===== src/design/sam_consts.vh =====
`ifndef SAM_CONSTS_VH
`define SAM_CONSTS_VH
// ==========================================
// Register map (word index on the register port)
`define SAM_REG_CTRL     2'h0
`define SAM_REG_STATUS   2'h1
`define SAM_REG_VECADDR  2'h2
`define SAM_REG_OCTADDR  2'h3
// ==========================================
// Field positions
`define SAM_CTRL_EN      0
`define SAM_ST_CUE_ERR   0
`define SAM_ST_STORE     1
`define SAM_ST_FILL      2
`define SAM_ST_CNT_LO    3
`define SAM_ST_CNT_HI    6
// ==========================================
// Reset values
`define SAM_CTRL_RST     1'h1
// ==========================================
// Cue codes
`define SAM_CUE_X        2'h0
`define SAM_CUE_Y        2'h1
`define SAM_CUE_FILL     2'h2
// ==========================================
// Sizes and counts
`define SAM_CUE_DEPTH    4'h8
`define SAM_ADDR_STEP    25'h0000001
`endif


===== src/design/sam_store_addr_req.v =====
`timescale 1ns/1ns
// Notes on behaviour
// Vector start loads 25-bit result address from parameter transfer register.
// Self-loop step adds one to result address, up or down by sign.
// New self-loop adds inner step; new inner loop adds outer step.
// Scalar store address: 21-bit store pointer plus 4-bit stack level six element.
// Scalar address captured at pipe entry, moved out one clock before result.
// Result octet address loads one clock before writing; half copy follows.
// Half-phase octet copy lags; forwarded to store address on new octet.
// Store address load raises a memory store request at once.
// Sixteen halfword flags set when the pipe writes that halfword.
// Half-phase flag copy lags and gates operand file updates.
// Store flags load from half copy when octet moves to store buffer.
// Four-bit word steer address loads element address, reloads after use.
// Stores first; X/Y conflicts alternate, X first; winner to hold register.
// Hold register keeps address until the request is finished.
// Request address moves to memory stage only after previous acceptance.
// Any word with exactly one halfword flag set demands a fill-in.
// Zone bit per word is OR of its pair; loaded at hold entry.
// Zone bits move out with memory acceptance; memory writes zoned words.
// Each fetch pushes a 2-bit cue; returns routed by oldest cue.
// Store start: complete words store with zones, else fill-in.
// Fill-in fetches octet, merges unwritten halfwords, then stores.
// Cue file: eight 2-bit entries in order; 00 X, 01 Y, 10 fill.
// Cue code 11 discards the octet and flags an internal error.
`include "sam_consts.vh"

module sam_store_addr_req (
	input  wire        I_SYS_CLK,
	input  wire        I_RST,
	input  wire        I_VEC_START,
	input  wire [24:0] I_PARAM_ADDR,
	input  wire        I_STEP_SELF,
	input  wire        I_STEP_INNER,
	input  wire        I_STEP_OUTER,
	input  wire        I_STEP_NEG,
	input  wire [24:0] I_INNER_STEP,
	input  wire [24:0] I_OUTER_STEP,
	input  wire        I_SCALAR_CAPTURE,
	input  wire [20:0] I_STORE_POINTER,
	input  wire [3:0]  I_STACK_ELEM,
	input  wire        I_RESULT_PRELOAD,
	input  wire        I_RESULT_SCALAR,
	input  wire        I_FLUSH,
	input  wire        I_PIPE_WRITE,
	input  wire        I_PIPE_FULLWORD,
	input  wire        I_X_REQ,
	input  wire [20:0] I_X_ADDR,
	input  wire        I_Y_REQ,
	input  wire [20:0] I_Y_ADDR,
	input  wire        I_MEM_ACCEPT,
	input  wire        I_RET_VALID,
	input  wire [1:0]  I_REG_ADDR,
	input  wire [31:0] I_REG_WDATA,
	input  wire        I_REG_WR,
	input  wire        I_REG_RD,
	output reg  [31:0] O_REG_RDATA,
	output reg  [24:0] O_RESULT_VEC_ADDR,
	output reg  [20:0] O_OCTET_ADDR,
	output reg  [3:0]  O_WORD_STEER,
	output reg  [15:0] O_UPDATE_GATE,
	output reg  [15:0] O_STORE_FLAGS,
	output reg         O_STORE_BUSY,
	output reg         O_X_TAKEN,
	output reg         O_Y_TAKEN,
	output reg         O_MEM_REQ,
	output reg         O_MEM_WRITE,
	output reg  [20:0] O_MEM_ADDR,
	output reg  [7:0]  O_MEM_ZONE,
	output reg         O_ROUTE_X,
	output reg         O_ROUTE_Y,
	output reg         O_ROUTE_FILL,
	output reg         O_CUE_ERR
);

// ==========================================
// Helper functions
function [7:0] zone_of;
	input [15:0] f;
	integer k;
	begin
		for (k = 0; k < 8; k = k + 1) begin
			zone_of[k] = f[2*k] | f[2*k+1];
		end
	end
endfunction

function half_word;
	input [15:0] f;
	integer k;
	begin
		half_word = 1'b0;
		for (k = 0; k < 8; k = k + 1) begin
			half_word = half_word | (f[2*k] ^ f[2*k+1]);
		end
	end
endfunction

// ==========================================
// Address generation state
reg  [24:0] scalar_store_address;
reg  [20:0] half_phase_octet_address;
reg  [15:0] halfword_written_flags;
reg         octet_live;
reg         ctrl_en;
reg  [24:0] next_vec;
reg  [15:0] wr_mask;
wire [24:0] src_addr = I_RESULT_SCALAR ? scalar_store_address : O_RESULT_VEC_ADDR;
wire        new_octet = I_RESULT_PRELOAD & (~octet_live | (src_addr[24:4] != O_OCTET_ADDR));
wire        store_xfer = (new_octet & octet_live) | (I_FLUSH & octet_live);

always @* begin
	next_vec = O_RESULT_VEC_ADDR;
	// unit step
	if (I_STEP_SELF) begin
		next_vec = I_STEP_NEG ? O_RESULT_VEC_ADDR - `SAM_ADDR_STEP : O_RESULT_VEC_ADDR + `SAM_ADDR_STEP;
	end
	// loop steps
	if (I_STEP_INNER) begin
		next_vec = O_RESULT_VEC_ADDR + I_INNER_STEP;
	end
	if (I_STEP_OUTER) begin
		next_vec = O_RESULT_VEC_ADDR + I_OUTER_STEP;
	end
	// vector start
	if (I_VEC_START) begin
		next_vec = I_PARAM_ADDR;
	end
	// halfword detect
	wr_mask = 16'h0000;
	if (I_PIPE_WRITE) begin
		wr_mask[O_WORD_STEER] = 1'b1;
		if (I_PIPE_FULLWORD) begin
			wr_mask[O_WORD_STEER ^ 4'h1] = 1'b1;
		end
	end
end

always @(posedge I_SYS_CLK or posedge I_RST) begin
	if (I_RST) begin
		O_RESULT_VEC_ADDR        <= 25'h0000000;
		scalar_store_address     <= 25'h0000000;
		O_OCTET_ADDR             <= 21'h000000;
		half_phase_octet_address <= 21'h000000;
		O_WORD_STEER             <= 4'h0;
		halfword_written_flags   <= 16'h0000;
		O_UPDATE_GATE            <= 16'h0000;
		octet_live               <= 1'b0;
	end else begin
		O_RESULT_VEC_ADDR <= next_vec;
		// scalar capture at pipe entry
		if (I_SCALAR_CAPTURE) begin
			scalar_store_address <= {I_STORE_POINTER, I_STACK_ELEM};
		end
		// octet and word steer load
		if (I_RESULT_PRELOAD) begin
			O_OCTET_ADDR <= src_addr[24:4];
			O_WORD_STEER <= src_addr[3:0];
			octet_live   <= 1'b1;
		end else if (I_FLUSH) begin
			octet_live <= 1'b0;
		end
		// half-phase copies lag by one edge
		half_phase_octet_address <= O_OCTET_ADDR;
		O_UPDATE_GATE            <= halfword_written_flags;
		// flags restart with each new octet
		if (store_xfer | new_octet) begin
			halfword_written_flags <= 16'h0000;
		end else begin
			halfword_written_flags <= halfword_written_flags | wr_mask;
		end
	end
end

// ==========================================
// Requester state
localparam ST_IDLE = 2'h0;
localparam ST_FILL = 2'h1;
localparam ST_DONE = 2'h2;

localparam K_X     = 2'h0;
localparam K_Y     = 2'h1;
localparam K_FILL  = 2'h2;
localparam K_STORE = 2'h3;

reg  [20:0] store_octet_address;
reg  [20:0] granted_octet_hold;
reg  [1:0]  hold_kind;
reg         hold_valid;
reg  [7:0]  word_zone_bits;
reg  [1:0]  fill_state;
reg         y_turn;
reg         cue_err;
reg  [1:0]  cue_mem [0:7];
reg  [2:0]  cue_wr;
reg  [2:0]  cue_rd;
reg  [3:0]  cue_cnt;
reg  [1:0]  cue_head;
reg  [1:0]  next_kind;
reg         grant;

wire        cue_room = (cue_cnt != `SAM_CUE_DEPTH);
// Hold is freed exactly when its address enters the memory stage
wire        hold_move = hold_valid & (~O_MEM_REQ | I_MEM_ACCEPT);
wire        hold_free = ~hold_valid | hold_move;
wire        ret_pop = I_RET_VALID & (cue_cnt != 4'h0);
wire        need_fill = half_word(O_STORE_FLAGS);
// A requester drops only after it sees taken, so that edge must not grant it again
wire        x_live = I_X_REQ & ~O_X_TAKEN;
wire        y_live = I_Y_REQ & ~O_Y_TAKEN;
wire        cue_push = grant & (next_kind != K_STORE);

always @* begin
	grant     = 1'b0;
	next_kind = K_X;
	cue_head  = cue_mem[cue_rd];
	if (ctrl_en & hold_free) begin
		// stores win over fetches
		if (O_STORE_BUSY & (fill_state != ST_FILL)) begin
			grant = (fill_state == ST_DONE) | ~need_fill | cue_room;
			// octets with no half words store, half words fetch first
			next_kind = ((fill_state == ST_DONE) | ~need_fill) ? K_STORE : K_FILL;
		end else if (~O_STORE_BUSY & cue_room & (x_live | y_live)) begin
			grant = 1'b1;
			// alternate on conflict
			next_kind = (y_live & (~x_live | y_turn)) ? K_Y : K_X;
		end
	end
end

always @(posedge I_SYS_CLK or posedge I_RST) begin
	if (I_RST) begin
		store_octet_address <= 21'h000000;
		O_STORE_FLAGS       <= 16'h0000;
		O_STORE_BUSY        <= 1'b0;
		granted_octet_hold  <= 21'h000000;
		hold_kind           <= K_X;
		hold_valid          <= 1'b0;
		word_zone_bits      <= 8'h00;
		fill_state          <= ST_IDLE;
		y_turn              <= 1'b0;
		O_X_TAKEN           <= 1'b0;
		O_Y_TAKEN           <= 1'b0;
		O_MEM_REQ           <= 1'b0;
		O_MEM_WRITE         <= 1'b0;
		O_MEM_ADDR          <= 21'h000000;
		O_MEM_ZONE          <= 8'h00;
		cue_wr              <= 3'h0;
		cue_rd              <= 3'h0;
		cue_cnt             <= 4'h0;
		O_ROUTE_X           <= 1'b0;
		O_ROUTE_Y           <= 1'b0;
		O_ROUTE_FILL        <= 1'b0;
		O_CUE_ERR           <= 1'b0;
	end else begin
		// Single store buffer: an octet sent while a store is pending is lost
		// octet leaves for the store buffer, request raised
		if (store_xfer & ~O_STORE_BUSY) begin
			store_octet_address <= half_phase_octet_address;
			// Writes in the transfer cycle still belong to the leaving octet
			O_STORE_FLAGS       <= O_UPDATE_GATE | halfword_written_flags | wr_mask;
			O_STORE_BUSY        <= 1'b1;
			fill_state          <= ST_IDLE;
		end
		O_X_TAKEN <= grant & (next_kind == K_X);
		O_Y_TAKEN <= grant & (next_kind == K_Y);
		// hold keeps the winner until it moves on
		if (grant) begin
			hold_valid         <= 1'b1;
			hold_kind          <= next_kind;
			granted_octet_hold <= (next_kind == K_X) ? I_X_ADDR :
			                      (next_kind == K_Y) ? I_Y_ADDR : store_octet_address;
			if (x_live & y_live & ~O_STORE_BUSY) begin
				y_turn <= ~y_turn;
			end
			// zone bits load with store address
			if (next_kind == K_STORE) begin
				word_zone_bits <= zone_of(O_STORE_FLAGS);
				O_STORE_BUSY   <= 1'b0;
				fill_state     <= ST_IDLE;
			end
			// fill-in fetch
			if (next_kind == K_FILL) begin
				fill_state <= ST_FILL;
			end
		end else if (hold_move) begin
			hold_valid <= 1'b0;
		end
		// memory stage takes new address and zones only after acceptance
		if (hold_move) begin
			O_MEM_REQ   <= 1'b1;
			O_MEM_ADDR  <= granted_octet_hold;
			O_MEM_WRITE <= (hold_kind == K_STORE);
			O_MEM_ZONE  <= (hold_kind == K_STORE) ? word_zone_bits : 8'h00;
		end else if (I_MEM_ACCEPT) begin
			O_MEM_REQ <= 1'b0;
		end
		// cue push per fetch, pop per return
		if (cue_push) begin
			cue_wr <= cue_wr + 3'h1;
		end
		if (ret_pop) begin
			cue_rd <= cue_rd + 3'h1;
		end
		cue_cnt <= cue_cnt + {3'h0, cue_push} - {3'h0, ret_pop};
		O_ROUTE_X    <= ret_pop & (cue_head == `SAM_CUE_X);
		O_ROUTE_Y    <= ret_pop & (cue_head == `SAM_CUE_Y);
		O_ROUTE_FILL <= ret_pop & (cue_head == `SAM_CUE_FILL);
		// fill octet merged, store may go
		if (ret_pop & (cue_head == `SAM_CUE_FILL) & (fill_state == ST_FILL)) begin
			fill_state <= ST_DONE;
		end
		// bad cue discarded and flagged
		O_CUE_ERR <= ret_pop & (cue_head == K_STORE);
	end
end

// ==========================================
// Cue storage
// No reset here: an entry is only read after it has been written
always @(posedge I_SYS_CLK) begin
	// entry written in request order
	if (cue_push) begin
		cue_mem[cue_wr] <= next_kind;
	end
end

// ==========================================
// Register port
wire cue_err_clr = I_REG_WR & (I_REG_ADDR == `SAM_REG_STATUS) & I_REG_WDATA[`SAM_ST_CUE_ERR];

always @(posedge I_SYS_CLK or posedge I_RST) begin
	if (I_RST) begin
		ctrl_en     <= `SAM_CTRL_RST;
		cue_err     <= 1'b0;
		O_REG_RDATA <= 32'h00000000;
	end else begin
		if (I_REG_WR & (I_REG_ADDR == `SAM_REG_CTRL)) begin
			ctrl_en <= I_REG_WDATA[`SAM_CTRL_EN];
		end
		// Set wins over a clear in the same cycle
		if (ret_pop & (cue_head == K_STORE)) begin
			cue_err <= 1'b1;
		end else if (cue_err_clr) begin
			cue_err <= 1'b0;
		end
		O_REG_RDATA <= 32'h00000000;
		if (I_REG_RD) begin
			case (I_REG_ADDR)
				`SAM_REG_CTRL: begin
					O_REG_RDATA[`SAM_CTRL_EN] <= ctrl_en;
				end
				`SAM_REG_STATUS: begin
					O_REG_RDATA[`SAM_ST_CUE_ERR] <= cue_err;
					O_REG_RDATA[`SAM_ST_STORE]   <= O_STORE_BUSY;
					O_REG_RDATA[`SAM_ST_FILL]    <= (fill_state == ST_FILL);
					O_REG_RDATA[`SAM_ST_CNT_HI:`SAM_ST_CNT_LO] <= cue_cnt;
				end
				`SAM_REG_VECADDR: begin
					O_REG_RDATA[24:0] <= O_RESULT_VEC_ADDR;
				end
				`SAM_REG_OCTADDR: begin
					O_REG_RDATA[20:0] <= store_octet_address;
				end
				default: begin
					O_REG_RDATA <= 32'h00000000;
				end
			endcase
		end
	end
end

endmodule


===== config.mk =====
export PLATFORM = sky130hd
export DESIGN_NAME = sam_store_addr_req
export DESIGN_NICKNAME = d
export VERILOG_FILES = /design/src/design/sam_store_addr_req.v
export VERILOG_INCLUDE_DIRS = /design/src /design/src/design
export SDC_FILE = /design/constraint.sdc
export NUM_CORES = 1
export LEC_CHECK = 0
export BUFFER_PORTS_ARGS = -buffer_cell sky130_fd_sc_hd__clkbuf_2
export CELL_PAD_IN_SITES_DETAIL_PLACEMENT = 1
export CELL_PAD_IN_SITES_GLOBAL_PLACEMENT = 1
export CORE_MARGIN = 3
export CORE_UTILIZATION = 37
export DETAILED_ROUTE_END_ITERATION = 8
export PLACE_DENSITY = 0.78
export SLEW_MARGIN = 30
export SYNTH_ARGS = -nofsm -noshare
export SYNTH_HDL_FRONTEND = slang
export SYNTH_SLANG_ARGS = --single-unit

===== constraint.sdc =====
create_clock -name I_SYS_CLK -period 8.3 [get_ports I_SYS_CLK]
set_clock_uncertainty 0.1 [all_clocks]
set_input_delay 0.83 -clock I_SYS_CLK [delete_from_list [all_inputs] [get_ports I_SYS_CLK]]
set_output_delay 0.83 -clock I_SYS_CLK [all_outputs]
set_load 0.01 [all_outputs]

==> impl_metrics.ini, run 1 <==
[layout]
nNetsFinal = 1764
num_antenna_cells = 0
final_layout_size_suffix_gt1_frac = 0.309
fillCellCount = 4037
utilization = 0.465
synthToLayoutAreaGrowth_pct = 22.8

[routing]
dr_total_vias = 10600
wire_per_inst_um = 21.5
drt_iter0_drc = 432
via_per_inst = 5.27
final_antenna_net_count = 0
drcViolationCount = 0
dr.pass1.iters = 5
wirelength_um = 43200

[floorplanning]
core_mm2 = 0.0359
initial_core_util = 0.379
die_y_um = 198
io-pin-count = 347
die_w_um = 198
rows = 69
die_area_mm2 = 0.0391

[worst_setup_path]
cp-start-kind = input pin
cp-end-kind = flop
crit_required_ns = 8.61
crit_arrival_ns = 4.54
crit_path_max_fanout = 28
crit_type = input pin to flop

[min_path]
hold_path_class = flop to flop

[timing]
setup_ws_ns = 4.07
worstMarginPinSlew_ns = 0.946
slew_violations = 0
fin_crit_sh = 0.509
hold_slack_ns = 0.275
finalHoldViolCount = 0
finalCriticalPeriod_ns = 4.23
setup_viol_count_final = 0
finalSetupTns_ns = 0
relSlewSlack = 0.369
rsz0062_at_grt = false
fmax_mhz = 237

[pwr]
p_leak_nw = 7.96
ir_worst_vdd_v = 0.000122
power_density_mw_per_mm2 = 368

[cts]
cts.clk_slew.worst_paths_ns = 0.06
cts_root_buf = clkbuf_16
holdBufCountCts = 0
cts_htree_levels = 2
cts_sinks = 292
clock_latency_ns = 0.52
post_cts_resized = 0
post_cts_buffers = 0
ctsLongestPathBuffers = 3
cts_buffers = 34
tritoncts = yes

[synth]
synth_edf_count = 16
async_reset_ff_frac = 0.945
synth_flop_cell = dfrtp_1
synth_top_cells_by_area = dfrtp_1 51%, mux2_2 6.0%, ha_1 3.7%, a21oi_1 3.6%, edfxtp_1 3.5%
synth-seq-cells = 292
synth_area_mm2 = 0.0136
synth.most_common_cell = dfrtp_1
synthCells = 1236
synth_commonest_cells = 275 x dfrtp_1, 113 x nor2_1, 102 x nand2_1
yosysSeqAreaShare = 0.543
yosysWarnings = 0
avgSynthCellArea_um2 = 11.0
yosysUniqueCellTypes = 61
synth_top_area_frac = 0.506
synth_top_cell_by_area = dfrtp_1

[global_route]
grt_max_degree = 159
overflow = 0
grt_use_total = 0.218
antenna_found_initial = 7
met2_usage = 0.370
grtUsageMet1 = 0.279
grt_pass1_vias = 11500
grt_first_pass_wirelength_um = 66300
busiest_layer = met2
grtUsageMet3 = 0.0538

[run]
maxCapViolCount = 0

[placement]
dp_hpwl_um = 32400
routabilityCongestion = 0.855
dpl_worst_slack_ns = 3.52
io_buffer_count = 308

[status]
status = complete, no violations
-- worst max-delay path, stage by stage --
cell	delay (ns)
clkbuf_2	0.31
nor2b_1	0.20
buf_4	0.28
a21oi_1	0.07
o21ai_0	0.38
ha_1	0.38
nand4_1	0.16
o21ai_0	0.11
a31o_2	0.25
o211a_1	0.27
o41ai_1	0.56
o21ai_0	0.25
and4b_1	0.24
nor4_1	0.23
-- cells in the final DEF, fill, tap and decap left out, types with 5 or more instances in the layout --
cell	netlist	final
xnor2_1	29	29
o21ai_0	81	81
xor2_1	20	20
mux2_4	16	16
nand2b_1	13	13
nand3_1	24	24
clkbuf_2	0	308
mux4_2	5	5
nand2_1	102	102
a22oi_1	12	12
conb_1	1	7
mux2i_1	40	40
clkbuf_16	0	37
dfrtp_1	275	275
o21a_1	7	7
buf_4	8	12
nor2b_1	14	14
nand4_1	6	6
clkbuf_8	0	7
a21o_1	12	12
a222oi_1	15	15
nor3b_1	13	13
a31oi_1	19	19
clkbuf_1	48	7
nor3_1	14	13
edfxtp_1	16	16
nor2_1	113	113
inv_1	48	47
mux2_2	72	72
nor4_1	8	8
and2_1	5	5
ha_1	40	40
a21oi_1	99	99
-- logic make-up after synthesis --
| family | count (synthesis) | share of synthesized area |
|---|---|---|
| flip-flops | 292 | 0.543 |
| other | 1 | 0.000276 |
| adder cells (fa/ha/maj) | 42 | 0.0397 |
| AND/OR/NAND/NOR | 323 | 0.108 |
| buffers and inverters | 120 | 0.0376 |
| AO/OA/AOI/OAI | 274 | 0.123 |
| multiplexers | 135 | 0.117 |
| XOR/XNOR | 49 | 0.0315 |
-- state kept, by name, summed over array words and instances, names as in the netlist, 4 cells and up --
| name | cells |
|---|---|
| O_REG_RDATA | 25 |
| O_RESULT_VEC_ADDR | 25 |
| scalar_store_address | 25 |
| O_MEM_ADDR | 21 |
| O_OCTET_ADDR | 21 |
| granted_octet_hold | 21 |
| half_phase_octet_address | 21 |
| store_octet_address | 21 |
| O_STORE_FLAGS | 16 |
| O_UPDATE_GATE | 16 |
| cue_mem | 16 |
| halfword_written_flags | 16 |
| O_MEM_ZONE | 8 |
| word_zone_bits | 8 |
| O_WORD_STEER | 4 |
| cue_cnt | 4 |
-- layer usage --
layer  wire length (µm)  up-vias  share of wire
met5                 70        -         0.0016
met4                980       10          0.023
met3               2920       62          0.068
met2              21000      326           0.49
met1              18200     5280           0.42
li1                   -     4935              -
-- per-stage QoR --
| stage | power, mW | std cells | cell area (µm²) |
|---|---|---|---|
| floorplan | 3.73 | 1242 | 13600 |
| global placement | 4.50 | 1952 | 15500 |
| detailed placement | 4.62 | 1952 | 15500 |
| CTS | 6.22 | 2012 | 16700 |
| global route | 6.57 | 2012 | 16700 |
| finish | 6.15 | 2012 | 16700 |
-- final cells by class --
cell class	count	area, µm²	share of cell area
Clock buffer	51	1050	0.0627
Clock inverter	9	126	0.00756
Inverter	48	184	0.0110
Multi-Input combinational cell	830	5740	0.343
Sequential cell	292	7390	0.442
Tap cell	461	577	0.0345
Timing Repair Buffer	321	1650	0.0988
-- path summary, 6_finish.rpt --
check                                           start                    end  slack [ns]  depth (start not counted)
max in group asynchronous                       I_RST  granted_octet_hold[5]        6.22                          4
max reg2reg                          O_STORE_FLAGS[8]             cue_cnt[2]        4.67                         14
min reg2reg                halfword_written_flags[12]      O_UPDATE_GATE[12]        0.28                          0
max                                      I_STEP_INNER  O_RESULT_VEC_ADDR[23]        4.07                         14
min in group asynchronous                       I_RST  O_RESULT_VEC_ADDR[24]        0.47                          3
min                        halfword_written_flags[12]      O_UPDATE_GATE[12]        0.28                          0
-- where the power goes --
part	internal [mW]	switching, mW
Combinational	0.982	1.21
Clock	0.967	0.594
Sequential	1.90	0.498
Note: power is estimated with default switching activity, not from simulation.
==> run 2, diff against run 1 <==
- ABC_AREA: unset -> 1
- CORE_UTILIZATION: 37 -> 40
- PLACE_DENSITY: 0.78 -> 0.83
- clock period: 8.3 -> 4.36 ns (I/O delays scaled with it)
==> impl_metrics.ini, run 2 <==
[pwr]
p_sw_frac = 0.405
p_total_mw = 11.3
p_leak_nw = 9.17
power_frac_comb = 0.372
pwr-share-clk = 0.262
intPower_mw = 6.73
ir_worst_vdd_v = 0.000304
power_density_mw_per_mm2 = 644
pwr-share-seq = 0.366
p_switching_mw = 4.57

[floorplanning]
rows = 68
die_y_um = 196
core_mm2 = 0.0351
die_area_mm2 = 0.0384
initial_core_util = 0.412
io-pin-count = 347
die_w_um = 196

[layout]
synthToLayoutAreaGrowth_pct = 21.6
layout_common_cells = 453 x nand2_1, 308 x clkbuf_2, 275 x dfrtp_1
fillCellCount = 4304
final_layout_size_suffix_gt1_frac = 0.198
top_regs = O_REG_RDATA (25), O_RESULT_VEC_ADDR (25), scalar_store_address (25)
regArea_mm2 = 0.00739
multi_input_area_mm2 = 0.00580
nNetsFinal = 2278
layout_commonest_cell = nand2_1
num_antenna_cells = 0

[timing]
setup_viol_count_final = 0
finalHoldViolCount = 0
finalCriticalPeriod_ns = 3.36
slew_violations = 0
fmax_mhz = 298
finalSetupTns_ns = 0
relSlewSlack = 0.381
worstMarginPinSlew_ns = 0.929
fin_crit_sh = 0.771
rsz0062_at_grt = false

[routing]
dr.pass1.iters = 4
dr_total_vias = 13300
wirelength_um = 52000
drt_iter0_drc = 681
drcViolationCount = 0
final_antenna_net_count = 0
via_per_inst = 5.30
wire_per_inst_um = 20.6

[synth]
yosysWarnings = 0
synth.most_common_cell = nand2_1
synth-seq-cells = 292
yosysUniqueCellTypes = 50
synthCells = 1741
synth_commonest_cells = 453 x nand2_1, 275 x dfrtp_1, 226 x inv_1
synth_edf_count = 16
synth_top_cells_by_area = dfrtp_1 48%, nand2_1 12%, inv_1 5.9%, o21ai_0 5.4%, nand3_1 3.6%
synth_area_mm2 = 0.0144
yosysSeqAreaShare = 0.512
async_reset_ff_frac = 0.945
avgSynthCellArea_um2 = 8.29
synth_top_area_frac = 0.477
synth_flop_cell = dfrtp_1
synth_top_cell_by_area = dfrtp_1

[worst_setup_path]
path_buf_inv = 3
cp-start-kind = flop
crit_slowest_cell = fa_1
cp-end-kind = flop
crit_required_ns = 4.66
critPathMostFrequentCell = ha_1
crit_type = flop to flop
crit_path_max_fanout = 19
path_delay_family = adder cells
crit_arrival_ns = 3.66
crit_path_max_incr_delay_ns = 0.39
path_cells = inv_1, ha_1, nor3b_1, nor2_1, nand2_1, o21ai_0, o21ai_0, nor2_2, buf_4, nand2_2, nand2_1, ha_1, inv_1, ha_1, fa_1, xor2_1
r2r_slack_ns = 1.0

[placement]
routabilityCongestion = 0.869
dp_hpwl_um = 40700
io_buffer_count = 308

[cts]
cts_root_buf = clkbuf_16
cts.clk_slew.worst_paths_ns = 0.06
ctsLongestPathBuffers = 3
clock_latency_ns = 0.52
cts_sinks = 292
post_cts_resized = 0
cts_buffers = 34
cts_htree_levels = 2
tritoncts = yes
post_cts_buffers = 0

[global_route]
grt_pass1_vias = 14100
grt_use_total = 0.267
grt_first_pass_wirelength_um = 80500
overflow = 0
antenna_found_initial = 2
grt_max_degree = 156

[run]
maxCapViolCount = 0

[min_path]
hold_path_class = input pin to flop

[status]
status = complete, no violations
## run 2: changes by cell type after synthesis, moves of 39 or more
cell and change:
nand2_1 +351, inv_1 +178, nand3_1 +81, o21ai_0 +75
mux2_2 -64, a21oi_1 -44, mux2i_1 -39
## run 2: final timing paths
kind | endpoint | cells after the start | from
worst max-delay path | cue_cnt[2] | 16 | cue_cnt[2]
worst min-delay path | scalar_store_address[20] | 3 | I_STORE_POINTER[16]
worst max register to register | cue_cnt[2] | 16 | cue_cnt[2]
worst min register to register | O_UPDATE_GATE[14] | 0 | halfword_written_flags[14]
max in group asynchronous | O_RESULT_VEC_ADDR[17] | 4 | I_RST
min in group asynchronous | O_RESULT_VEC_ADDR[15] | 3 | I_RST
## run 2: cells by family after synthesis
| logic type | share of synthesized area |
|---|---|
| AND/OR/NAND/NOR | 0.220 |
| adder cells (fa/ha/maj) | 0.0375 |
| multiplexers | 0.00694 |
| AO/OA/AOI/OAI | 0.129 |
| other | 0.000260 |
| XOR/XNOR | 0.00607 |
| flip-flops | 0.512 |
| buffers and inverters | 0.0873 |
## run 2: metrics by stage
stage          hold slack [ns]  setup WS [ns]   util  instances  instance area, µm²
6_report                0.0287          0.999  0.501       2520               17500
5_1_grt                 0.0381          0.766  0.501       2520               17500
4_1_cts                 0.0127          0.978  0.501       2520               17500
3_5_place_dp             0.278          0.672  0.467       2458               16400
3_3_place_gp             0.259          0.793  0.467       2458               16400
2_1_floorplan            0.254          0.173      -       1747               14500
## run 2: what timing repair did
item / in CTS / in global routing
hold buffers: 2 / 0
endpoints found under the setup margin: 0 / 0
hold endpoints to repair: 5 / 0
## run 2: area by class of cell
type / count / share of cell area
Tap cell: 455 / 0.0324
Clock inverter: 11 / 0.00848
Sequential cell: 292 / 0.421
Timing Repair Buffer: 332 / 0.0998
Inverter: 230 / 0.0496
Multi-Input combinational cell: 1151 / 0.331
Clock buffer: 49 / 0.0580
## run 2: worst register-to-register path: stages, from the launching register on
cell     delay (ns)
dfrtp_1        0.36
inv_1          0.14
ha_1           0.17
nor3b_1        0.31
nor2_1         0.10
nand2_1        0.07
o21ai_0        0.08
o21ai_0        0.11
nor2_2         0.05
buf_4          0.19
nand2_2        0.30
nand2_1        0.19
ha_1           0.31
inv_1          0.04
ha_1           0.20
fa_1           0.39
xor2_1         0.15
## run 2: power groups by stage
stage	sequential [mW]	clock (mW)	combinational (mW)
final	4.13	2.96	4.20
after global routing	4.21	3.13	4.78
after global placement	4.12	0	4.02
after floorplan	4.06	0	2.57
after detailed placement	4.17	0	4.20
after CTS	4.13	3.02	4.24
## run 2: layer usage
metal  global-route usage  share of wire  up-vias
li1                     -              -     6277
met2                0.461           0.49      349
met5                    0        0.00025        -
met3               0.0390          0.050       75
met1                0.349           0.43     6646
met4               0.0779          0.030        2
==> run 3, diff against run 2 <==
- clock period: 4.36 -> 3.2 ns (I/O delays scaled with it)
==> impl_metrics.ini, run 3 (synthesis results as in run 2) <==
[timing]
slew_violations = 0
finalSetupTns_ns = 0
fmax_mhz = 325
setup_ws_ns = 0.121
finalHoldViolCount = 0
fin_crit_sh = 0.962
worstMarginPinSlew_ns = 0.929
finalCriticalPeriod_ns = 3.08
relSlewSlack = 0.381
setup_viol_count_final = 0

[global_route]
grt_use_total = 0.291
grt_max_degree = 94
antenna_found_initial = 5
grt_first_pass_wirelength_um = 88200
grt_pass1_vias = 15600
overflow = 0

[floorplanning]
rows = 68
die_w_um = 196
io-pin-count = 347
core_mm2 = 0.0351
die_area_mm2 = 0.0384
die_y_um = 196
initial_core_util = 0.412

[worst_setup_path]
crit_arrival_ns = 3.43
crit_path_max_fanout = 4
path_delay_family = adder cells
path_cells = inv_1, ha_1, nor2_1, nand2_1, o22ai_1, nor2_1, nand2_1, nand2_1, nor2_2, nand2_1, ha_1, inv_1, ha_1, fa_1, xor2_1
cp-end-kind = flop
crit_type = flop to flop
cp-start-kind = flop
crit_path_max_incr_delay_ns = 0.39
crit_slowest_cell = dfrtp_1
path_buf_inv = 2
crit_required_ns = 3.55
critPathMostFrequentCell = nand2_1

[pwr]
p_sw_frac = 0.419
intPower_mw = 9.11
p_total_mw = 15.7
power_frac_comb = 0.402
pwr-share-seq = 0.359
ir_worst_vdd_v = 0.000519
power_density_mw_per_mm2 = 845
p_leak_nw = 9.62
p_switching_mw = 6.57
pwr-share-clk = 0.240

[placement]
routabilityCongestion = 0.893
io_buffer_count = 308
dpl_worst_slack_ns = 0.0223
place_inst = 2490
dp_hpwl_um = 41200

[routing]
dr_total_vias = 14200
wl_met2_um = 28200
drt-met1-wl_um = 22600
final_antenna_net_count = 0
drt_iter0_drc = 731
dr.pass1.iters = 4
top_layer = met5
via_per_inst = 5.38
wirelength_um = 56900
wl_met3_um = 3230
wire_per_inst_um = 21.6
drcViolationCount = 0

[cts]
ctsLongestPathBuffers = 3
tritoncts = yes
cts_htree_levels = 1
cts_sinks = 292
cts.clk_slew.worst_paths_ns = 0.06
cts_buffers = 31
cts_root_buf = clkbuf_16
clock_latency_ns = 0.58

[layout]
utilization = 0.530
regArea_mm2 = 0.00739
nNetsFinal = 2390
fillCellCount = 4299
instances_no_fill = 2637
layout_commonest_cell = nand2_1
synthToLayoutAreaGrowth_pct = 28.7
final_layout_size_suffix_gt1_frac = 0.204
top_regs = O_REG_RDATA (25), O_RESULT_VEC_ADDR (25), scalar_store_address (25)
multi_input_area_mm2 = 0.00581
layout_common_cells = 453 x nand2_1, 308 x clkbuf_2, 275 x dfrtp_1

[min_path]
hold_path_class = input pin to flop

[status]
status = complete, no violations

[run]
maxCapViolCount = 0
-- run 3: worst paths after layout --
path                                            startpoint               endpoint  slack, ns  depth (start not counted)
worst max register to register           O_STORE_FLAGS[10]             cue_cnt[2]       0.12                         15
worst max-delay path                     O_STORE_FLAGS[10]             cue_cnt[2]       0.12                         15
min in group asynchronous                            I_RST  O_RESULT_VEC_ADDR[13]       0.22                          3
worst min-delay path                       I_PARAM_ADDR[5]   O_RESULT_VEC_ADDR[5]       0.02                          3
worst min register to register  halfword_written_flags[15]      O_UPDATE_GATE[15]       0.29                          0
max in group asynchronous                            I_RST        O_OCTET_ADDR[6]       1.95                          4
-- run 3: area by class of cell --
class	instances	area share
sequential	292	0.398
multi-input combinational	1151	0.313
timing repair buffer	447	0.154
inverter	230	0.0473
clock buffer	34	0.0435
tap	455	0.0307
clock inverter	24	0.0133
antenna	4	0.000539
-- run 3: through the flow --
| step | hold WS [ns] | area (µm²) |
|---|---|---|
| after floorplan | 0.254 | 14500 |
| after global placement | 0.243 | 16600 |
| after detailed placement | 0.242 | 16600 |
| after CTS | 0.00595 | 18500 |
| after global routing | 0.0307 | 18600 |
| final | 0.0209 | 18600 |
-- run 3: power by group through the flow --
stage | Clock, mW | Sequential (mW) | Combinational (mW)
6_report | 3.76 | 5.63 | 6.29
5_1_grt | 3.98 | 5.72 | 7.01
4_1_cts | 3.81 | 5.59 | 6.13
3_5_place_dp | 0 | 5.64 | 5.94
3_3_place_gp | 0 | 5.59 | 5.66
2_1_floorplan | 0 | 5.53 | 3.50
-- run 3: timing repair --
item	CTS	global route
setup buffers	0	2
gates resized for setup	0	6
hold buffers	83	0
hold endpoints to repair	75	0
setup endpoints to repair	0	15
-- run 3: routing by layer --
layer | GRT usage | up-vias
li1 | - | 6504
met1 | 0.352 | 7032
met2 | 0.516 | 485
met3 | 0.0484 | 150
met4 | 0.123 | 4
met5 | 0 | -
-- run 3: tightest hold or removal path: stages --
cell	delay (ns)
clkbuf_2	0.07
o21ai_0	0.08
o22ai_1	0.15
